--- config.mk ---
export PLATFORM = sky130hd
export DESIGN_NAME = mscl_top
export DESIGN_NICKNAME = d
export VERILOG_FILES = /design/src/rtl/mscl_pkg.sv /design/src/rtl/mscl_sync.sv /design/src/rtl/mscl_top.sv
export VERILOG_INCLUDE_DIRS = /design/src /design/src/rtl
export SDC_FILE = /design/constraint.sdc
export NUM_CORES = 1
export LEC_CHECK = 0
export ABC_AREA = 1
export ABC_CLOCK_PERIOD_IN_PS = 1850
export BUFFER_PORTS_ARGS = -buffer_cell sky130_fd_sc_hd__buf_2
export CAP_MARGIN = 25
export CORE_UTILIZATION = 50
export CTS_CLUSTER_SIZE = 30
export DETAILED_ROUTE_END_ITERATION = 7
export HOLD_SLACK_MARGIN = 0.03
export PLACE_DENSITY = 0.69
export SYNTH_ARGS = -nofsm -noshare
export SYNTH_HDL_FRONTEND = slang
export SYNTH_HIERARCHICAL = 1
export SYNTH_SLANG_ARGS = --single-unit
--- constraint.sdc ---
create_clock -name aclk -period 1.85 [get_ports aclk]
set_input_delay 0.0925 -clock aclk [delete_from_list [all_inputs] [get_ports aclk]]
set_output_delay 0.0925 -clock aclk [all_outputs]
set_load 0.005 [all_outputs]
--- src/rtl/mscl_defines.svh ---
// Register offsets, field positions, reset values and timing counts
`ifndef MSCL_DEFINES_SVH
`define MSCL_DEFINES_SVH
`define MSCL_OFF_CTRL 12'h000
`define MSCL_OFF_LOW_DATA 12'h004
`define MSCL_OFF_HIGH_DATA 12'h008
`define MSCL_OFF_STATUS 12'h00C
`define MSCL_OFF_MASK 12'h010
`define MSCL_OFF_RX_DATA 12'h014
`define MSCL_OFF_USER 12'h018
`define MSCL_CTRL_START 0
`define MSCL_CTRL_IRQSEL_LO 1
`define MSCL_CTRL_NLOW_LO 3
`define MSCL_CTRL_NHIGH_LO 8
`define MSCL_CTRL_RST 32'h0000_1000
`define MSCL_ST_FRAME 0
`define MSCL_ST_RXDONE 1
`define MSCL_ST_BUSY 2
`define MSCL_IRQSEL_LAST 2'h1
`define MSCL_IRQSEL_FIRST 2'h2
`define MSCL_USER_BITS 5
`define MSCL_DS_DIV 4'h4
`define MSCL_US_DIV 4'h8
`define MSCL_US_BITS 4'hA
`endif

--- src/rtl/mscl_pkg.sv ---
// Types shared by the serial channel link
package mscl_pkg;
    typedef enum logic [1:0] {
        MSCL_DS_IDLE = 2'b00,
        MSCL_DS_LOW = 2'b01,
        MSCL_DS_HIGH = 2'b10
    } mscl_ds_state_t;
    typedef enum logic [1:0] {
        MSCL_US_IDLE = 2'b00,
        MSCL_US_START = 2'b01,
        MSCL_US_DATA = 2'b10,
        MSCL_US_LAST = 2'b11
    } mscl_us_state_t;
endpackage

--- src/rtl/mscl_sync.sv ---
// Three-stage input synchroniser with agreement filter
`timescale 1ns/1ns
module mscl_sync (
    input wire logic aclk,
    input wire logic aresetn,
    input wire logic async_in,
    output logic level_out
);
    logic s1_r;
    logic s2_r;
    logic s3_r;
    always_ff @(posedge aclk) begin
        if (!aresetn) begin
            s1_r <= 1'b1;
            s2_r <= 1'b1;
            s3_r <= 1'b1;
            level_out <= 1'b1;
        end else begin
            s1_r <= async_in;
            s2_r <= s1_r;
            s3_r <= s2_r;
            if (s2_r == s3_r) begin
                level_out <= s3_r;
            end
        end
    end
endmodule

--- src/rtl/mscl_top.sv ---
// Serial channel link: downstream shifter, upstream receiver, AXI4-Lite registers
//
// Contract
// Upstream receiver accepts back-to-back frames without idle gap.
// In last frame state, a falling edge starts next frame, else idle.
// From idle, next falling edge is taken as start bit.
// Upstream input synchronised and edge-detected on module clock.
// Select 10B raises frame interrupt on first shifted data bit.
// Select 01B raises frame interrupt with last shifted data bit.
// Frame has low and high part; low count 0 drops low part.
// First-bit interrupt also fires when first bit is high part.
// Low-part bit count is five bits wide.
// Each part drives its own chip select, high only when sending.
// User register bits 4..0 written by word, low half or low byte.
// Stores to upper lanes leave user register bits unchanged.
// Transmitter should add a third stop bit for a gap.
// Synchronised transmitter derives rate from running downstream clock.
`timescale 1ns/1ns
`include "mscl_defines.svh"
module mscl_top
    import mscl_pkg::*;
(
    input wire logic aclk,
    input wire logic aresetn,
    input wire logic [11:0] s_axi_awaddr,
    input wire logic s_axi_awvalid,
    output logic s_axi_awready,
    input wire logic [31:0] s_axi_wdata,
    input wire logic [3:0] s_axi_wstrb,
    input wire logic s_axi_wvalid,
    output logic s_axi_wready,
    output logic [1:0] s_axi_bresp,
    output logic s_axi_bvalid,
    input wire logic s_axi_bready,
    input wire logic [11:0] s_axi_araddr,
    input wire logic s_axi_arvalid,
    output logic s_axi_arready,
    output logic [31:0] s_axi_rdata,
    output logic [1:0] s_axi_rresp,
    output logic s_axi_rvalid,
    input wire logic s_axi_rready,
    output logic downstream_clock_out,
    output logic downstream_data_out,
    output logic chip_select_low,
    output logic chip_select_high,
    input wire logic upstream_serial_input,
    output logic irq
);
    // ----------------------------------------------------------------
    // Registers and bus state
    // ----------------------------------------------------------------
    logic [31:0] ctrl_r;
    logic [31:0] low_data_r;
    logic [31:0] high_data_r;
    logic [2:0] status_r;
    logic [2:0] mask_r;
    logic [7:0] rx_data_r;
    logic [4:0] user_control_register_r;
    logic [11:0] waddr_r;
    logic [31:0] wdata_r;
    logic [3:0] wstrb_r;
    logic frame_evt;
    logic rx_evt;

    function automatic logic [31:0] lane_merge(input logic [31:0] old_v,
            input logic [31:0] new_v, input logic [3:0] strb);
        logic [31:0] res;
        res = old_v;
        for (int i = 0; i < 4; i++) begin
            if (strb[i]) begin
                res[i*8 +: 8] = new_v[i*8 +: 8];
            end
        end
        return res;
    endfunction

    wire do_write = !s_axi_awready && !s_axi_wready && !s_axi_bvalid;
    wire wr_ctrl = do_write && (waddr_r == `MSCL_OFF_CTRL);
    wire wr_low = do_write && (waddr_r == `MSCL_OFF_LOW_DATA);
    wire wr_high = do_write && (waddr_r == `MSCL_OFF_HIGH_DATA);
    wire wr_status = do_write && (waddr_r == `MSCL_OFF_STATUS);
    wire wr_mask = do_write && (waddr_r == `MSCL_OFF_MASK);
    wire wr_user = do_write && (waddr_r == `MSCL_OFF_USER) && wstrb_r[0];
    wire w_mapped = (waddr_r == `MSCL_OFF_CTRL) || (waddr_r == `MSCL_OFF_LOW_DATA) ||
        (waddr_r == `MSCL_OFF_HIGH_DATA) || (waddr_r == `MSCL_OFF_STATUS) ||
        (waddr_r == `MSCL_OFF_MASK) || (waddr_r == `MSCL_OFF_USER);
    wire [31:0] ctrl_nxt = lane_merge(ctrl_r, wdata_r, wstrb_r);
    wire [1:0] frame_irq_select = ctrl_r[`MSCL_CTRL_IRQSEL_LO +: 2];
    wire [4:0] low_part_bit_count = ctrl_r[`MSCL_CTRL_NLOW_LO +: 5];
    wire [4:0] high_part_bit_count = ctrl_r[`MSCL_CTRL_NHIGH_LO +: 5];
    wire [2:0] status_set = {1'b0, rx_evt, frame_evt};
    wire [2:0] status_clr = wr_status && wstrb_r[0] ? wdata_r[2:0] : 3'h0;
    mscl_ds_state_t ds_state_r;
    logic [3:0] ds_div_r;
    logic [4:0] ds_cnt_r;
    logic [31:0] ds_shift_r;
    logic ds_first_r;
    wire ds_busy = (ds_state_r != MSCL_DS_IDLE);
    wire ds_start = ctrl_r[`MSCL_CTRL_START] && !ds_busy && !wr_ctrl;
    wire ds_tick = ds_busy && (ds_div_r == `MSCL_DS_DIV - 4'h1);
    wire ds_part_end = ds_tick && (ds_cnt_r == 5'h00);
    wire ds_frame_end = ds_part_end && (ds_state_r == MSCL_DS_HIGH);
    wire ds_low_used = (low_part_bit_count != 5'h00);

    always_ff @(posedge aclk) begin
        if (!aresetn) begin
            s_axi_awready <= 1'b1;
            s_axi_wready <= 1'b1;
            waddr_r <= 12'h000;
            wdata_r <= 32'h0000_0000;
            wstrb_r <= 4'h0;
            s_axi_bvalid <= 1'b0;
            s_axi_bresp <= 2'b00;
        end else begin
            if (s_axi_awvalid && s_axi_awready) begin
                s_axi_awready <= 1'b0;
                waddr_r <= {s_axi_awaddr[11:2], 2'b00};
            end
            if (s_axi_wvalid && s_axi_wready) begin
                s_axi_wready <= 1'b0;
                wdata_r <= s_axi_wdata;
                wstrb_r <= s_axi_wstrb;
            end
            if (do_write) begin
                s_axi_awready <= 1'b1;
                s_axi_wready <= 1'b1;
                s_axi_bvalid <= 1'b1;
                s_axi_bresp <= w_mapped ? 2'b00 : 2'b10;
            end else if (s_axi_bready) begin
                s_axi_bvalid <= 1'b0;
            end
        end
    end
    always_ff @(posedge aclk) begin
        if (!aresetn) begin
            ctrl_r <= `MSCL_CTRL_RST;
            low_data_r <= 32'h0000_0000;
            high_data_r <= 32'h0000_0000;
            mask_r <= 3'h0;
            user_control_register_r <= 5'h00;
            status_r <= 3'h0;
        end else begin
            if (wr_ctrl) begin
                ctrl_r <= ctrl_nxt;
            end else if (ds_start) begin
                ctrl_r[`MSCL_CTRL_START] <= 1'b0;
            end
            if (wr_low) begin
                low_data_r <= lane_merge(low_data_r, wdata_r, wstrb_r);
            end
            if (wr_high) begin
                high_data_r <= lane_merge(high_data_r, wdata_r, wstrb_r);
            end
            if (wr_mask && wstrb_r[0]) begin
                mask_r <= wdata_r[2:0];
            end
            if (wr_user) begin
                // Only the lowest lane holds writable bits; others are ignored
                user_control_register_r <= wdata_r[`MSCL_USER_BITS-1:0];
            end
            status_r <= (status_r & ~status_clr) | status_set;
        end
    end

    logic [31:0] rd_mux;
    always_comb begin
        unique case (s_axi_araddr & 12'hFFC)
            `MSCL_OFF_CTRL: rd_mux = ctrl_r;
            `MSCL_OFF_LOW_DATA: rd_mux = low_data_r;
            `MSCL_OFF_HIGH_DATA: rd_mux = high_data_r;
            `MSCL_OFF_STATUS: rd_mux = {29'h0, ds_busy, status_r[1:0]};
            `MSCL_OFF_MASK: rd_mux = {29'h0, mask_r};
            `MSCL_OFF_RX_DATA: rd_mux = {24'h0, rx_data_r};
            `MSCL_OFF_USER: rd_mux = {27'h0, user_control_register_r};
            default: rd_mux = 32'h0000_0000;
        endcase
    end
    wire rd_mapped = (s_axi_araddr[11:2] <= 10'h006);

    always_ff @(posedge aclk) begin
        if (!aresetn) begin
            s_axi_arready <= 1'b0;
            s_axi_rvalid <= 1'b0;
            s_axi_rdata <= 32'h0000_0000;
            s_axi_rresp <= 2'b00;
            irq <= 1'b0;
        end else begin
            s_axi_arready <= 1'b0;
            if (s_axi_arvalid && !s_axi_arready && !s_axi_rvalid) begin
                s_axi_arready <= 1'b1;
                s_axi_rvalid <= 1'b1;
                s_axi_rdata <= rd_mux;
                s_axi_rresp <= rd_mapped ? 2'b00 : 2'b10;
            end else if (s_axi_rvalid && s_axi_rready) begin
                s_axi_rvalid <= 1'b0;
            end
            irq <= |(status_r & mask_r);
        end
    end

    // ----------------------------------------------------------------
    // Downstream channel
    // ----------------------------------------------------------------
    // First data bit out, whichever part carries it, or last data bit of the frame
    assign frame_evt = ((frame_irq_select == `MSCL_IRQSEL_FIRST) && ds_first_r && ds_tick) ||
        ((frame_irq_select == `MSCL_IRQSEL_LAST) && ds_frame_end);

    always_ff @(posedge aclk) begin
        if (!aresetn) begin
            ds_state_r <= MSCL_DS_IDLE;
            ds_div_r <= 4'h0;
            ds_cnt_r <= 5'h00;
            ds_shift_r <= 32'h0000_0000;
            ds_first_r <= 1'b0;
            downstream_clock_out <= 1'b0;
            downstream_data_out <= 1'b0;
            chip_select_low <= 1'b0;
            chip_select_high <= 1'b0;
        end else begin
            ds_div_r <= (!ds_busy || ds_tick) ? 4'h0 : ds_div_r + 4'h1;
            // Rises mid-bit, falls as the next bit is placed
            downstream_clock_out <= ds_busy && !ds_tick &&
                (ds_div_r >= (`MSCL_DS_DIV >> 1) - 4'h1);
            if (ds_start) begin
                ds_first_r <= 1'b1;
                if (ds_low_used) begin
                    ds_state_r <= MSCL_DS_LOW;
                    ds_cnt_r <= low_part_bit_count - 5'h01;
                    downstream_data_out <= low_data_r[0];
                    ds_shift_r <= {1'b0, low_data_r[31:1]};
                    chip_select_low <= 1'b1;
                end else begin
                    ds_state_r <= MSCL_DS_HIGH;
                    ds_cnt_r <= high_part_bit_count - 5'h01;
                    downstream_data_out <= high_data_r[0];
                    ds_shift_r <= {1'b0, high_data_r[31:1]};
                    chip_select_high <= 1'b1;
                end
            end else if (ds_tick) begin
                ds_first_r <= 1'b0;
                downstream_data_out <= ds_shift_r[0];
                ds_shift_r <= {1'b0, ds_shift_r[31:1]};
                ds_cnt_r <= ds_cnt_r - 5'h01;
                if (ds_part_end && ds_state_r == MSCL_DS_LOW) begin
                    ds_state_r <= MSCL_DS_HIGH;
                    ds_cnt_r <= high_part_bit_count - 5'h01;
                    downstream_data_out <= high_data_r[0];
                    ds_shift_r <= {1'b0, high_data_r[31:1]};
                    chip_select_low <= 1'b0;
                    chip_select_high <= 1'b1;
                end else if (ds_frame_end) begin
                    ds_state_r <= MSCL_DS_IDLE;
                    chip_select_high <= 1'b0;
                end
            end
        end
    end

    // ----------------------------------------------------------------
    // Upstream receiver
    // ----------------------------------------------------------------
    logic us_level;
    logic us_prev_r;
    mscl_us_state_t us_state_r;
    logic [3:0] us_div_r;
    logic [3:0] us_bit_r;
    logic [7:0] us_shift_r;

    mscl_sync u_sync (
        .aclk(aclk),
        .aresetn(aresetn),
        .async_in(upstream_serial_input),
        .level_out(us_level)
    );

    wire us_fall = us_prev_r && !us_level;
    wire us_mid = (us_div_r == (`MSCL_US_DIV >> 1) - 4'h1);
    wire us_wrap = (us_div_r == `MSCL_US_DIV - 4'h1);
    assign rx_evt = (us_state_r == MSCL_US_DATA) && us_mid && (us_bit_r == 4'h9) && us_level;

    always_ff @(posedge aclk) begin
        if (!aresetn) begin
            us_prev_r <= 1'b1;
            us_state_r <= MSCL_US_IDLE;
            us_div_r <= 4'h0;
            us_bit_r <= 4'h0;
            us_shift_r <= 8'h00;
            rx_data_r <= 8'h00;
        end else begin
            us_prev_r <= us_level;
            us_div_r <= us_wrap ? 4'h0 : us_div_r + 4'h1;
            unique case (us_state_r)
                MSCL_US_IDLE: begin
                    if (us_fall) begin
                        us_state_r <= MSCL_US_START;
                        us_div_r <= 4'h0;
                    end
                end
                MSCL_US_START: begin
                    if (us_mid) begin
                        us_state_r <= us_level ? MSCL_US_IDLE : MSCL_US_DATA;
                        us_bit_r <= 4'h1;
                    end
                end
                MSCL_US_DATA: begin
                    if (us_mid) begin
                        us_bit_r <= us_bit_r + 4'h1;
                        if (us_bit_r <= 4'h8) begin
                            us_shift_r <= {us_level, us_shift_r[7:1]};
                        end
                        if (us_bit_r == 4'h9) begin
                            rx_data_r <= us_shift_r;
                            us_state_r <= MSCL_US_LAST;
                        end
                    end
                end
                MSCL_US_LAST: begin
                    // Watch for a new start bit until stop-bit end
                    if (us_fall) begin
                        us_state_r <= MSCL_US_START;
                        us_div_r <= 4'h0;
                    end else if (us_wrap) begin
                        us_state_r <= MSCL_US_IDLE;
                    end
                end
            endcase
        end
    end
endmodule

# Word-level counts from Yosys, hierarchy flattened
# Index checks and enable logic that the tools add are counted.
dict set report op_classes {
  eq_ne 31
  order_cmp 3
  addsub 6
  muxes 54
  reduce_logical 84
  shifts 0
  multipliers 0
  div 0
  n_bitwise 5
}
# cell count
set ops {}
lappend ops {{$pmux 32 s7} 1}
lappend ops {{$mux 32} 2}
lappend ops {{$mux 31} 2}
lappend ops {{$eq 10x3->1 const B} 5}
lappend ops {{$eq 10x2->1 const B} 4}
lappend ops {{$logic_and 1x1->1} 31}
lappend ops {{$mux 2} 14}
lappend ops {{$reduce_and 2->1} 14}
lappend ops {{$logic_not 12->1} 2}
lappend ops {{$mux 1} 23}
lappend ops {{$eq 10x1->1 const B} 2}
lappend ops {{$mux 4} 5}
lappend ops {{$mux 5} 4}
lappend ops {{$reduce_and 3->1} 5}
lappend ops {{$sub 5x1->5 const B} 3}
lappend ops {{$reduce_bool 2->1} 7}
lappend ops {{$add 4x1->4 const B} 3}
lappend ops {{$le 10x3->1 const B} 1}
lappend ops {{$ne 2x2->1 const B} 5}
lappend ops {{$logic_not 1->1} 9}
lappend ops {{$eq 2x2->1 const B} 4}
lappend ops {{$eq 4x2->1 const B} 2}
lappend ops {{$pmux 2 s4} 1}
lappend ops {{$pmux 4 s2} 1}
lappend ops {{21 further kinds} 33}
dict set report word_totals {
  ff_bits 274
  latchBits 0
  mem_count 0
  romBits 0
  out_inout_bits 46
  wordCells 230
  input_bits 68
  ram_bits 0
}

# Longest topological paths before layout
# Gate-level depths: netlist of the first run.
dict set report logic_depth {
  ltp_word 9
  mapped_depth 12
  mapped_depth_nobuf 11
}

# Modules after synthesis
# The synthesis of the first run kept the hierarchy.
# mod area_each_um2 instances cells_each seq_area_each_um2
set by_module_without_submodules {}
lappend by_module_without_submodules {mscl_top 12182.9 1 1776 5345.1}
lappend by_module_without_submodules {mscl_sync 133.9 1 17 80.1}

# Worst setup path after synthesis of the first run
# No wires, ideal clock.
dict set report synth_path {
  path_kind {reg-to-reg}
  start {register us_state_r[0]}
  end {register rx_data_r[0]}
  path_buffers 0
  period_less_slack_ps 1692
  stages_incl_launch_ff 10
  t_required_ps 1734
  setup_ps 116
  arrival_time_ps 1576
  slack_ps 158
  path_cell_list {dfxtp_1 > inv_1 > ha_1 > inv_1 > nor2_1 > inv_1 > nor2_1 > inv_1 > nor2_1 > nor2_1}
}
dict set report synth_between {
  elab_chain_cells 2
}
# element line
set synth_lines {}
lappend synth_lines {{from (decl)} mscl_top.sv:264} ;# mscl_us_state_t us_state_r;
lappend synth_lines {{from (signal assigned)} mscl_top.sv:301} ;# us_state_r <= us_level ? MSCL_US_IDLE : MSCL_US_DATA;
lappend synth_lines {{$eq 2x2->1} mscl_top.sv:292} ;# unique case (us_state_r)
lappend synth_lines {{$reduce_and 3->1 (no source line)} n/a}
lappend synth_lines {{to (signal assigned)} mscl_top.sv:312} ;# rx_data_r <= us_shift_r;
lappend synth_lines {{to (decl)} mscl_top.sv:57} ;# logic [7:0] rx_data_r;
# Every way passes these cells.
# A chain may end at the register's enable or synchronous reset.

# Final worst setup path of the first run
dict set report layout_path {
  start {register s_axi_rvalid}
  end {register s_axi_rdata[6]}
}
dict set report layout_between {
  elab_chain_cells 2
}
# element line
set layout_lines {}
lappend layout_lines {{from (decl)} mscl_top.sv:40} ;# output logic s_axi_rvalid,
lappend layout_lines {{from (signal assigned)} mscl_top.sv:183} ;# s_axi_rvalid <= 1'b0;
lappend layout_lines {{from (signal assigned)} mscl_top.sv:191} ;# s_axi_rvalid <= 1'b1;
lappend layout_lines {{from (signal assigned)} mscl_top.sv:195} ;# s_axi_rvalid <= 1'b0;
lappend layout_lines {{$logic_not 1->1} mscl_top.sv:189} ;# if (s_axi_arvalid && !s_axi_arready && !s_axi_rvalid) begin
lappend layout_lines {{$logic_and 1x1->1} mscl_top.sv:189}
lappend layout_lines {{to (signal assigned)} mscl_top.sv:192} ;# s_axi_rdata <= rd_mux;
lappend layout_lines {{to (decl)} mscl_top.sv:38} ;# output logic [31:0] s_axi_rdata,
# Every way passes these cells.

==> run metrics, run 1 <==
Bufs on Longest Clock Path=3; layout cells sized above 1=13.3%; R2R depth=5; Fin. Hold Viols=0; CP endpoint kind=register; Pwr Density=810 mW/mm^2; Seq/Total Area, Yosys=44.0%; switching portion of total power=23.9%; DR pass1 iterations=5; Comb power frac=6.9%; row cnt=57; 1st-iter DRT viols=932; Fin Clk Skew=9.19 ps; Worst setup SP type=register; gr ovfl total=0; Sequential Power Share=49.7%; Slew Limit Headroom=63.1%; Worst-Skew Late Latency=550 ps; Hold Path Sink=s_axi_awready; first-pass GRT wire length=55600 um; Syn Std Cell Area=0.0123 mm^2; RSZ-0062 raised after global routing=true; Synth Register Bits=271; Final Max Slew Viols=0; Net Switching=2.91 mW; Nets=2043; CORE AREA=0.0242 mm^2; critical-path maximum fanout=4; total wire length=34500 um; Worst Hold Class=input pin to register; Clk pwr share=43.5%; max frequency=558 MHz; final setup margin=57.3 ps; Internal Power=9.28 mW; Initial Util=50.8%; hold path depth=4; CTS H-tree lvls=1; leakage power=6.37 nW; WL per Instance=15.0 um; via count=12126; RR Endpoint=s_axi_rdata[6]; input/output buffers=107; Detail Placement HPWL=22500 um; DIE WIDTH=159 um; min Tclk post-route=1790 ps; MaxCap Viol Count=0; Worst Path Required=2330 ps; largest net degree at the start of global routing=129; CP Class=register to register; Area Overhead vs Synth=22.1%; GR Util met2=43.8%; CTS tree=yes; Period Utilization, post-route=96.9%; n_diodes=0; M3 GR Usage=3.15%; final setup vio count=0; Synth Warn #=6; GRT met1 Usage=36.6%; Max VDD drop=0.000709 V; Cell variety after synth=37; status=complete, no violations; DP Area=0.0136 mm^2; clock transition at the registers of the reported paths=60 ps; GR peak layer=met2; DRC=0; worst-margin pin slew=553 ps; worst slack, placed=57.4 ps; CTS Buf Count=28; CTS Sinks=271; worst r2r src=s_axi_rvalid; Fin Hold WS=105 ps; critical path data arrival time=2270 ps; GP Congestion=0.859; fin area=0.0150 mm^2; via/cell ratio=5.26; vias in the first global route=11090; fillers=2207; antenna viol nets, final=0; die area=0.0253 mm^2; worst hold start=s_axi_awvalid; Design Power=12.2 mW; cell count after synthesis=1793; clk root buf=clkbuf_16; GRT Total Usage=26.5%; Die Y-Extent=159 um; reg2reg setup slack=60 ps; antenna violations before repair=0; Ports=114; setup TNS=0 ps; Syn Area/Cell=6.87 um^2
==> cells in the mapped netlist <==
| master | instances | share of area (%) |
|---|---|---|
| o211ai_1 | 26 | 1.6 |
| conb_1 | 1 | 0.030 |
| xor2_1 | 3 | 0.21 |
| o22ai_1 | 1 | 0.051 |
| nand3_2 | 1 | 0.081 |
| nand3_1 | 154 | 6.3 |
| a21oi_1 | 162 | 6.6 |
| nand3b_1 | 3 | 0.18 |
| nand2_2 | 6 | 0.30 |
| nand3_4 | 1 | 0.14 |
| a31oi_1 | 1 | 0.051 |
| ha_1 | 15 | 1.5 |
| o31ai_1 | 1 | 0.061 |
| a21oi_2 | 1 | 0.071 |
| clkinv_1 | 1 | 0.030 |
| nor3_4 | 2 | 0.26 |
| inv_1 | 197 | 6.0 |
| nand2_1 | 384 | 12 |
| nor2_1 | 171 | 5.2 |
| a221oi_1 | 1 | 0.071 |
| xnor2_1 | 2 | 0.14 |
| nor2_4 | 1 | 0.091 |
| clkbuf_1 | 69 | 2.1 |
| dfxtp_1 | 271 | 44 |
| nand4_1 | 6 | 0.30 |
| nor3_1 | 4 | 0.16 |
| o21ai_1 | 41 | 1.7 |
| buf_1 | 8 | 0.24 |
| buf_4 | 5 | 0.30 |
| nor2_2 | 9 | 0.46 |
| nor3b_1 | 1 | 0.061 |
| buf_6 | 1 | 0.091 |
| o21ai_0 | 221 | 9.0 |
| inv_2 | 2 | 0.061 |
| a211oi_1 | 1 | 0.061 |
| or2_2 | 3 | 0.15 |
| buf_2 | 16 | 0.65 |
==> repair_timing <==
| item | 4_1_cts | 5_1_grt |
|---|---|---|
| hold buffers | 50 | 0 |
| resized for setup | 0 | 24 |
| setup buffers | 0 | 2 |
| endpoints found under the setup margin | 0 | 97 |
| endpoints found under the hold margin | 59 | 0 |
==> power by group through the flow <==
stage,registers (mW),logic (mW),clock network [mW]
CTS,6.05,0.804,5.35
finish,6.05,0.837,5.30
global route,6.07,0.930,5.64
global placement,6.17,0.711,0
detailed placement,6.18,0.722,0
floorplan,6.15,0.428,0
==> sequential cells by signal (all words and copies together) (netlist names), 2 cells and up, named ones only <==
| register | flops |
|---|---|
| us_div_r | 4 |
| us_bit_r | 4 |
| waddr_r | 10 |
| ctrl_r | 32 |
| s_axi_rdata | 32 |
| wstrb_r | 4 |
| us_shift_r | 8 |
| mask_r | 3 |
| ds_cnt_r | 5 |
| ds_div_r | 4 |
| status_r | 3 |
| high_data_r | 32 |
| wdata_r | 32 |
| ds_shift_r | 31 |
| rx_data_r | 8 |
| low_data_r | 32 |
| ds_state_r | 2 |
| user_control_register_r | 5 |
==> worst max-delay path, stage by stage, from the launching register on <==
cell and delay [ps]:
dfxtp_1 330, nor3_2 290, clkinv_1 220, a21oi_2 400, o21ai_0 300, a21oi_1 180
==> per-stage QoR <==
step                util (%)  std cells
finish                  62.0       2304
global route            62.0       2304
floorplan                  -       1794
detailed placement      55.9       2200
CTS                     61.5       2300
global placement        55.9       2200
==> placed cells by master (no fill, tap or decap), types with 2 or more instances in the layout <==
master,count
dlygate4sd3_1,50
dfxtp_1,271
nor3_4,2
o21ai_0,214
buf_2,106
ha_1,14
xnor2_1,2
clkbuf_1,11
clkbuf_8,5
nand3_1,153
inv_1,196
nand2_2,9
inv_2,3
nor2_1,165
clkbuf_16,30
nand3b_1,3
buf_4,62
nor3_1,3
o21ai_1,48
clkinvlp_4,2
conb_1,2
nand4_1,6
clkinv_2,3
nor2_2,12
buf_6,3
or2_2,3
nand3_4,2
nor2_4,4
a21oi_1,162
o211ai_1,26
xor2_1,3
nand2_1,381
buf_12,12
==> layout make-up <==
class,count,area [um^2],area share (%)
inverters,200,751,4.99
repair buffers,235,1820,12.1
clock buffers,44,811,5.39
flip-flops and latches,271,5430,36.1
multi-input cells,1224,5780,38.5
clock inverters,6,46.3,0.308
well taps,324,405,2.69
==> worst max path at each step <==
| stage | start | end | slack [ps] | depth (start not counted) |
|---|---|---|---|---|
| 6_report | s_axi_rvalid | s_axi_rdata[6] | 60 | 5 |
| 5_1_grt | ctrl_r[3] | ds_shift_r[12] | -40 | 10 |
| 4_1_cts | waddr_r[6] | low_data_r[3] | 50 | 8 |
| 3_5_place_dp | waddr_r[6] | low_data_r[3] | 60 | 8 |
| 3_3_place_gp | s_axi_rvalid | s_axi_rdata[18] | 90 | 6 |
| 2_1_floorplan | us_state_r[0] | rx_data_r[0] | 160 | 9 |
==> cell families after synthesis <==
logic type | count (synthesis) | share of synthesized area [%]
xor+xnor | 5 | 0.356
flops | 271 | 44.0
fa+ha+maj | 15 | 1.52
other cells | 1 | 0.0304
simple gates | 746 | 25.4
buf+inv | 299 | 9.49
compound gates | 456 | 19.2
==> metal layers <==
metal	vias up	wire, um
li1	6153	-
met1	5523	15900
met2	400	15600
met3	50	2210
met4	0	717
met5	-	0
(Power assumes the default switching activity.)
==> run 2, diff against run 1 <==
--- a/config.mk
+++ b/config.mk
@@ -15,6 +15,7 @@
 export DETAILED_ROUTE_END_ITERATION = 7
 export HOLD_SLACK_MARGIN = 0.03
 export PLACE_DENSITY = 0.69
+export SETUP_SLACK_MARGIN = 0.3
 export SYNTH_ARGS = -nofsm -noshare
 export SYNTH_HDL_FRONTEND = slang
 export SYNTH_HIERARCHICAL = 1
==> run 2 against run 1 <==
Against the previous run: global-route usage is 1.3 points higher; sequential power hardly changed; count of clock-buffer cells in the layout is 3 lower; fmax is 5.5% higher; utilization is 5.5 points higher; flip-flop and latch count stayed put; combinational power is 7.5% higher; critical path depth is 6 higher; final area is 8.9% higher; largest cell class unchanged.
==> run metrics, run 2 (synthesis results as in run 1) <==
gr ovfl total=0 (unchanged); Bufs on Longest Clock Path=3 (unchanged); GR Util met2=46.9% (+3.1 points); Initial Util=50.8% (unchanged); worst slack, placed=4.51 ps (-52.9 ps); clk root buf=clkbuf_16; 1st-iter DRT viols=1069 (+15%); commonest non-fill, non-tap cell in the layout=nand2_1; CTS tree=yes; fillers=1996 (-9.6%); GRT met1 Usage=37.5% (+0.89 points); setup TNS=0 ps (unchanged); MaxCap Viol Count=0 (unchanged); input/output buffers=107 (unchanged); Worst Path Required=2310 ps (-20 ps); Nets=2079 (+1.8%); first-pass GRT wire length=58100 um (+4.5%); DRC=0 (unchanged); CTS Sinks=271 (unchanged); max frequency=589 MHz (+5.5%); Final Max Slew Viols=0 (unchanged); layout cells sized above 1=20.7% (+7.4 points); DP Area=0.0135 mm^2 (-0.73%); Die Y-Extent=159 um (unchanged); CORE AREA=0.0242 mm^2 (unchanged); via count=12724 (+4.9%); Worst Hold Class=input pin to register; most frequent cells in the layout=nand2_1, dfxtp_1, inv_1; Detail Placement HPWL=22200 um (-1.2%); Multi-input gate area=0.00631 mm^2 (+9.1%); via/cell ratio=5.44 (+3.3%); GP Congestion=0.836 (-2.6%); antenna viol nets, final=0 (unchanged); WL per Instance=16.3 um (+9.0%); Slew Limit Headroom=63.9% (+0.81 points); Period Utilization, post-route=91.8% (-5.1 points); Worst-Skew Late Latency=560 ps (about the same); row cnt=57 (unchanged); Fin. Hold Viols=0 (unchanged); Max VDD drop=0.000601 V (-15%); CP endpoint kind=register; Area Overhead vs Synth=33.0%; die area=0.0253 mm^2 (unchanged); DIE WIDTH=159 um (unchanged); Design Power=13.2 mW (+8.0%); critical path data arrival time=2160 ps (-110 ps); GR peak layer=met2; CP Class=register to register; GRT Total Usage=27.9% (+1.3 points); Ports=114 (unchanged); CTS H-tree lvls=1 (unchanged); min Tclk post-route=1700 ps (-93.7 ps); final setup vio count=0 (unchanged); Core Util, Final=67.5% (+5.5 points); fin area=0.0164 mm^2 (+8.9%); largest net degree at the start of global routing=66 (-49%); clock transition at the registers of the reported paths=60 ps (about the same); status=complete, no violations; final setup margin=151 ps (+93.7 ps); DR pass1 iterations=5 (unchanged); Pwr Density=804 mW/mm^2 (-0.79%); antenna violations before repair=0 (unchanged); worst-margin pin slew=540 ps (-12.9 ps); CTS Buf Count=29 (+3.6%); Fin Clk Skew=22.7 ps (+13.5 ps); leakage power=6.89 nW (+8.3%); RSZ-0062 raised after global routing=true; M3 GR Usage=3.59% (+0.44 points); n_diodes=0 (unchanged); total wire length=38100 um (+11%); critical-path maximum fanout=8 (+4); vias in the first global route=11579 (+4.4%); FF+latch area=0.00544 mm^2 (+0.32%); Worst setup SP type=register
## run 2: changes by cell type in the layout (fill, tap and decap cells not counted), moves of 11 or more
cell,change
o21ai_0,-47
o21ai_2,+43
buf_6,+16
nand2_1,-14
nand3_1,-14
dfxtp_1,-12
dfxtp_2,+11
## run 2: metal layers
metal,part of all wire (%),up-vias
met1,43,5895
li1,-,6236
met4,2.8,0
met5,0,-
met3,7.3,87
met2,47,506
## run 2: power breakdown
group	total, mW	leakage, nW	internal [mW]	switching, mW
Clock	6.18	0.510	3.77	2.41
Sequential	6.08	2.20	5.95	0.130
Combinational	0.900	4.18	0.362	0.538
## run 2: worst paths after layout
path	startpoint	endpoint	slack (ps)	cells after the start
worst min-delay path	s_axi_awvalid	s_axi_awready	90	4
worst max register to register	ds_div_r[3]	ds_shift_r[7]	150	11
worst min register to register	u_sync/s1_r	u_sync/s2_r	400	2
worst max-delay path	ds_div_r[3]	ds_shift_r[7]	150	11
## run 2: final cells by class
class                           count  area share, %
Sequential cell                   271           33.2
Multi-Input combinational cell   1226           38.5
Inverter                          200           4.62
Clock buffer                       41           5.26
Timing Repair Buffer              268           14.9
Tap cell                          324           2.48
Clock inverter                     11          0.970
## run 2: critical path, stage by stage (launching register included)
cell	delay (ps)
dfxtp_1	360
nor2_4	170
nand3_4	100
nor2_4	230
nand2_8	160
clkbuf_16	220
nand2_2	50
o21ai_1	50
nand2_1	80
nand3_2	70
nand2_1	70
inv_1	40
## run 2: metrics by stage
step	cells	hold slack [ps]
2_1_floorplan	1794	161
3_3_place_gp	2186	261
3_5_place_dp	2186	268
4_1_cts	2309	62.9
5_1_grt	2341	153
6_report	2341	86.8
## run 2: what timing repair did
item | CTS | global route
resized for setup | 89 | 159
gates cloned | 7 | 16
hold buffers | 51 | 0
endpoints found under the hold margin | 66 | 0
pin swaps | 12 | 27
setup endpoints to repair | 167 | 185
setup buffers | 13 | 16
==> run 3, diff against run 2 <==
--- a/config.mk
+++ b/config.mk
@@ -15,6 +15,7 @@
 export DETAILED_ROUTE_END_ITERATION = 7
 export HOLD_SLACK_MARGIN = 0.03
 export PLACE_DENSITY = 0.69
+export REMOVE_ABC_BUFFERS = 1
 export SETUP_SLACK_MARGIN = 0.3
 export SYNTH_ARGS = -nofsm -noshare
 export SYNTH_HDL_FRONTEND = slang
==> run 3 against run 2 <==
Against the previous run: the run now ends with negative setup slack left; clock skew is 13 ps lower; critical path depth is 2 higher; clock power is 6.0% lower; utilization is 4.4 points higher; sequential power is 0.7% higher; setup slack worse by 270 ps; critical endpoint is now ds_shift_r[26].
==> run metrics, run 3 (synthesis results as in run 1) <==
Slew Limit Headroom=52.2% (-12 points); worst hold start=s_axi_awvalid; Max VDD drop=0.000654 V (+8.7%); via/cell ratio=5.63 (+3.6%); worst path bufs/invs=4 (+2); failing checks=negative setup slack; final setup vio count=3 (+3); leakage power=7.30 nW (+5.9%); fillers=1773 (-11%); CP top delay family=simple AND/OR/NAND/NOR gates; worst-path cell chain=inv_2, ha_4, nand3_4, nor2_4, nand2_4, buf_12, buf_16, nand2_2, o21ai_1, nand2_1, nand3_1, nand2_1, inv_1; Ports=114 (unchanged); critical-path maximum fanout=6 (-2); GRT Total Usage=29.1% (+1.3 points); worst r2r src=ds_cnt_r[0]; Pwr Density=740 mW/mm^2 (-7.9%); Crit path top cell by count=nand2_1; antenna violations before repair=0 (unchanged); commonest non-fill, non-tap cell in the layout=nand2_1; clk root buf=clkbuf_16; most frequent cells in the layout=nand2_1, dfxtp_1, inv_1; Bufs on Longest Clock Path=3 (unchanged); Worst Path Required=2290 ps (-20 ps); Slowest cell on crit path=dfxtp_1; final setup margin=-123 ps (-274 ps); antenna viol nets, final=0 (unchanged); total wire length=42400 um (+11%); RR Endpoint=ds_shift_r[26]; Nets=2107 (+1.3%); DR pass1 iterations=8 (+3); max incr delay on CP=330 ps (-30 ps); CTS H-tree lvls=1 (unchanged); GP Congestion=0.864 (+3.3%); layout cells sized above 1=28.1% (+7.4 points); RSZ-0062 raised after global routing=true; Fin Clk Skew=10.0 ps (-12.7 ps); DIE WIDTH=159 um (unchanged); Fin. Hold Viols=0 (unchanged); 1st-iter DRT viols=1250 (+17%); Final Max Slew Viols=0 (unchanged); hold path depth=4 (unchanged); Worst-Skew Late Latency=550 ps (about the same); CP startpoint=ds_cnt_r[0]; CP Class=register to register; Area Overhead vs Synth=41.7%; R2R depth=13 (+2); via count=13346 (+4.9%); largest net degree at the start of global routing=102 (+55%); vias in the first global route=12246 (+5.8%); max frequency=507 MHz (-14%); CTS Sinks=271 (unchanged); Design Power=12.9 mW (-1.9%); WL per Instance=17.9 um (+9.8%); MaxCap Viol Count=0 (unchanged); first-pass GRT wire length=60700 um (+4.4%); Hold Path Sink=s_axi_awready; input/output buffers=107 (unchanged); CORE AREA=0.0242 mm^2 (unchanged); Period Utilization, post-route=107% (+15 points); reg2reg setup slack=-120 ps (-270 ps); Initial Util=50.8% (unchanged); die area=0.0253 mm^2 (unchanged); Detail Placement HPWL=21100 um (-5.0%); critical path data arrival time=2420 ps (+260 ps); DRC=0 (unchanged); CP endpoint kind=register; Multi-input gate area=0.00691 mm^2 (+9.5%); CTS tree=yes; min Tclk post-route=1970 ps (+274 ps); row cnt=57 (unchanged); status=finished with violations; worst-margin pin slew=716 ps (+176 ps); Worst setup SP type=register; gr ovfl total=0 (unchanged); FF+latch area=0.00545 mm^2 (+0.21%); n_diodes=0 (unchanged); CTS Buf Count=29 (unchanged); Worst Hold Class=input pin to register; clock transition at the registers of the reported paths=60 ps (about the same); post-route insts no fill=2371 (+1.3%); Inst Count DP=2184 (-0.091%); Die Y-Extent=159 um (unchanged)
==> run 3: worst reg2reg max path, stage by stage, from the launching register on <==
cell and delay (ps):
dfxtp_1 330, inv_2 90, ha_4 160, nand3_4 90, nor2_4 190, nand2_4 120
buf_12 190, buf_16 170, nand2_2 60, o21ai_1 70, nand2_1 120, nand3_1 110
nand2_1 120, inv_1 60
==> run 3: through the flow <==
step | hold slack, ps | worst slack [ps] | cell area (um^2) | util [%] | TNS (ps)
2_1_floorplan | 161 | -1990 | 11900 | - | -127730
3_3_place_gp | 268 | 57.0 | 13400 | 55.4 | 0
3_5_place_dp | 267 | -24.6 | 13400 | 55.4 | -72.6
4_1_cts | 30.2 | 218 | 16000 | 66.0 | 0
5_1_grt | 89.0 | -170 | 17500 | 72.0 | -481
6_report | 68.8 | -123 | 17500 | 72.0 | -139
==> run 3: layer usage <==
layer | vias to the layer above | GRT usage, % | routed length [um]
met5 | - | 0 | 0
met4 | 0 | 11.4 | 2130
met3 | 166 | 3.99 | 3200
met2 | 631 | 50.4 | 20400
met1 | 6235 | 36.7 | 16700
li1 | 6314 | - | -
==> run 3: how the worst max path moves through the flow <==
stage                           endpoint  slack (ps)  depth (start not counted)
after floorplan           ds_shift_r[30]       -1990                          8
after global placement        ctrl_r[15]          60                          9
after detailed placement      ctrl_r[10]         -20                          9
after CTS                 ds_shift_r[15]         220                         12
after global routing      ds_shift_r[26]        -170                         13
final                     ds_shift_r[26]        -120                         13
==> run 3: what timing repair did <==
item	CTS	global route
endpoints found under the hold margin	49	0
setup endpoints to repair	147	194
setup buffers	30	21
gates resized for setup	167	354
pin swaps	19	79
cloned	19	13
hold buffers	50	0
==> run 3: area by class of cell <==
class,instances,share of cell area [%]
Sequential cell,271,31.2
Tap cell,324,2.32
Clock inverter,16,0.803
Clock buffer,38,4.70
Inverter,200,4.52
Timing Repair Buffer,297,16.8
Multi-Input combinational cell,1225,39.6
==> run 3: where the power goes <==
part           total (mW)  internal [mW]  switching (mW)
Combinational       0.990          0.401           0.588
Sequential           6.12           5.95           0.164
Clock                5.81           3.39            2.42
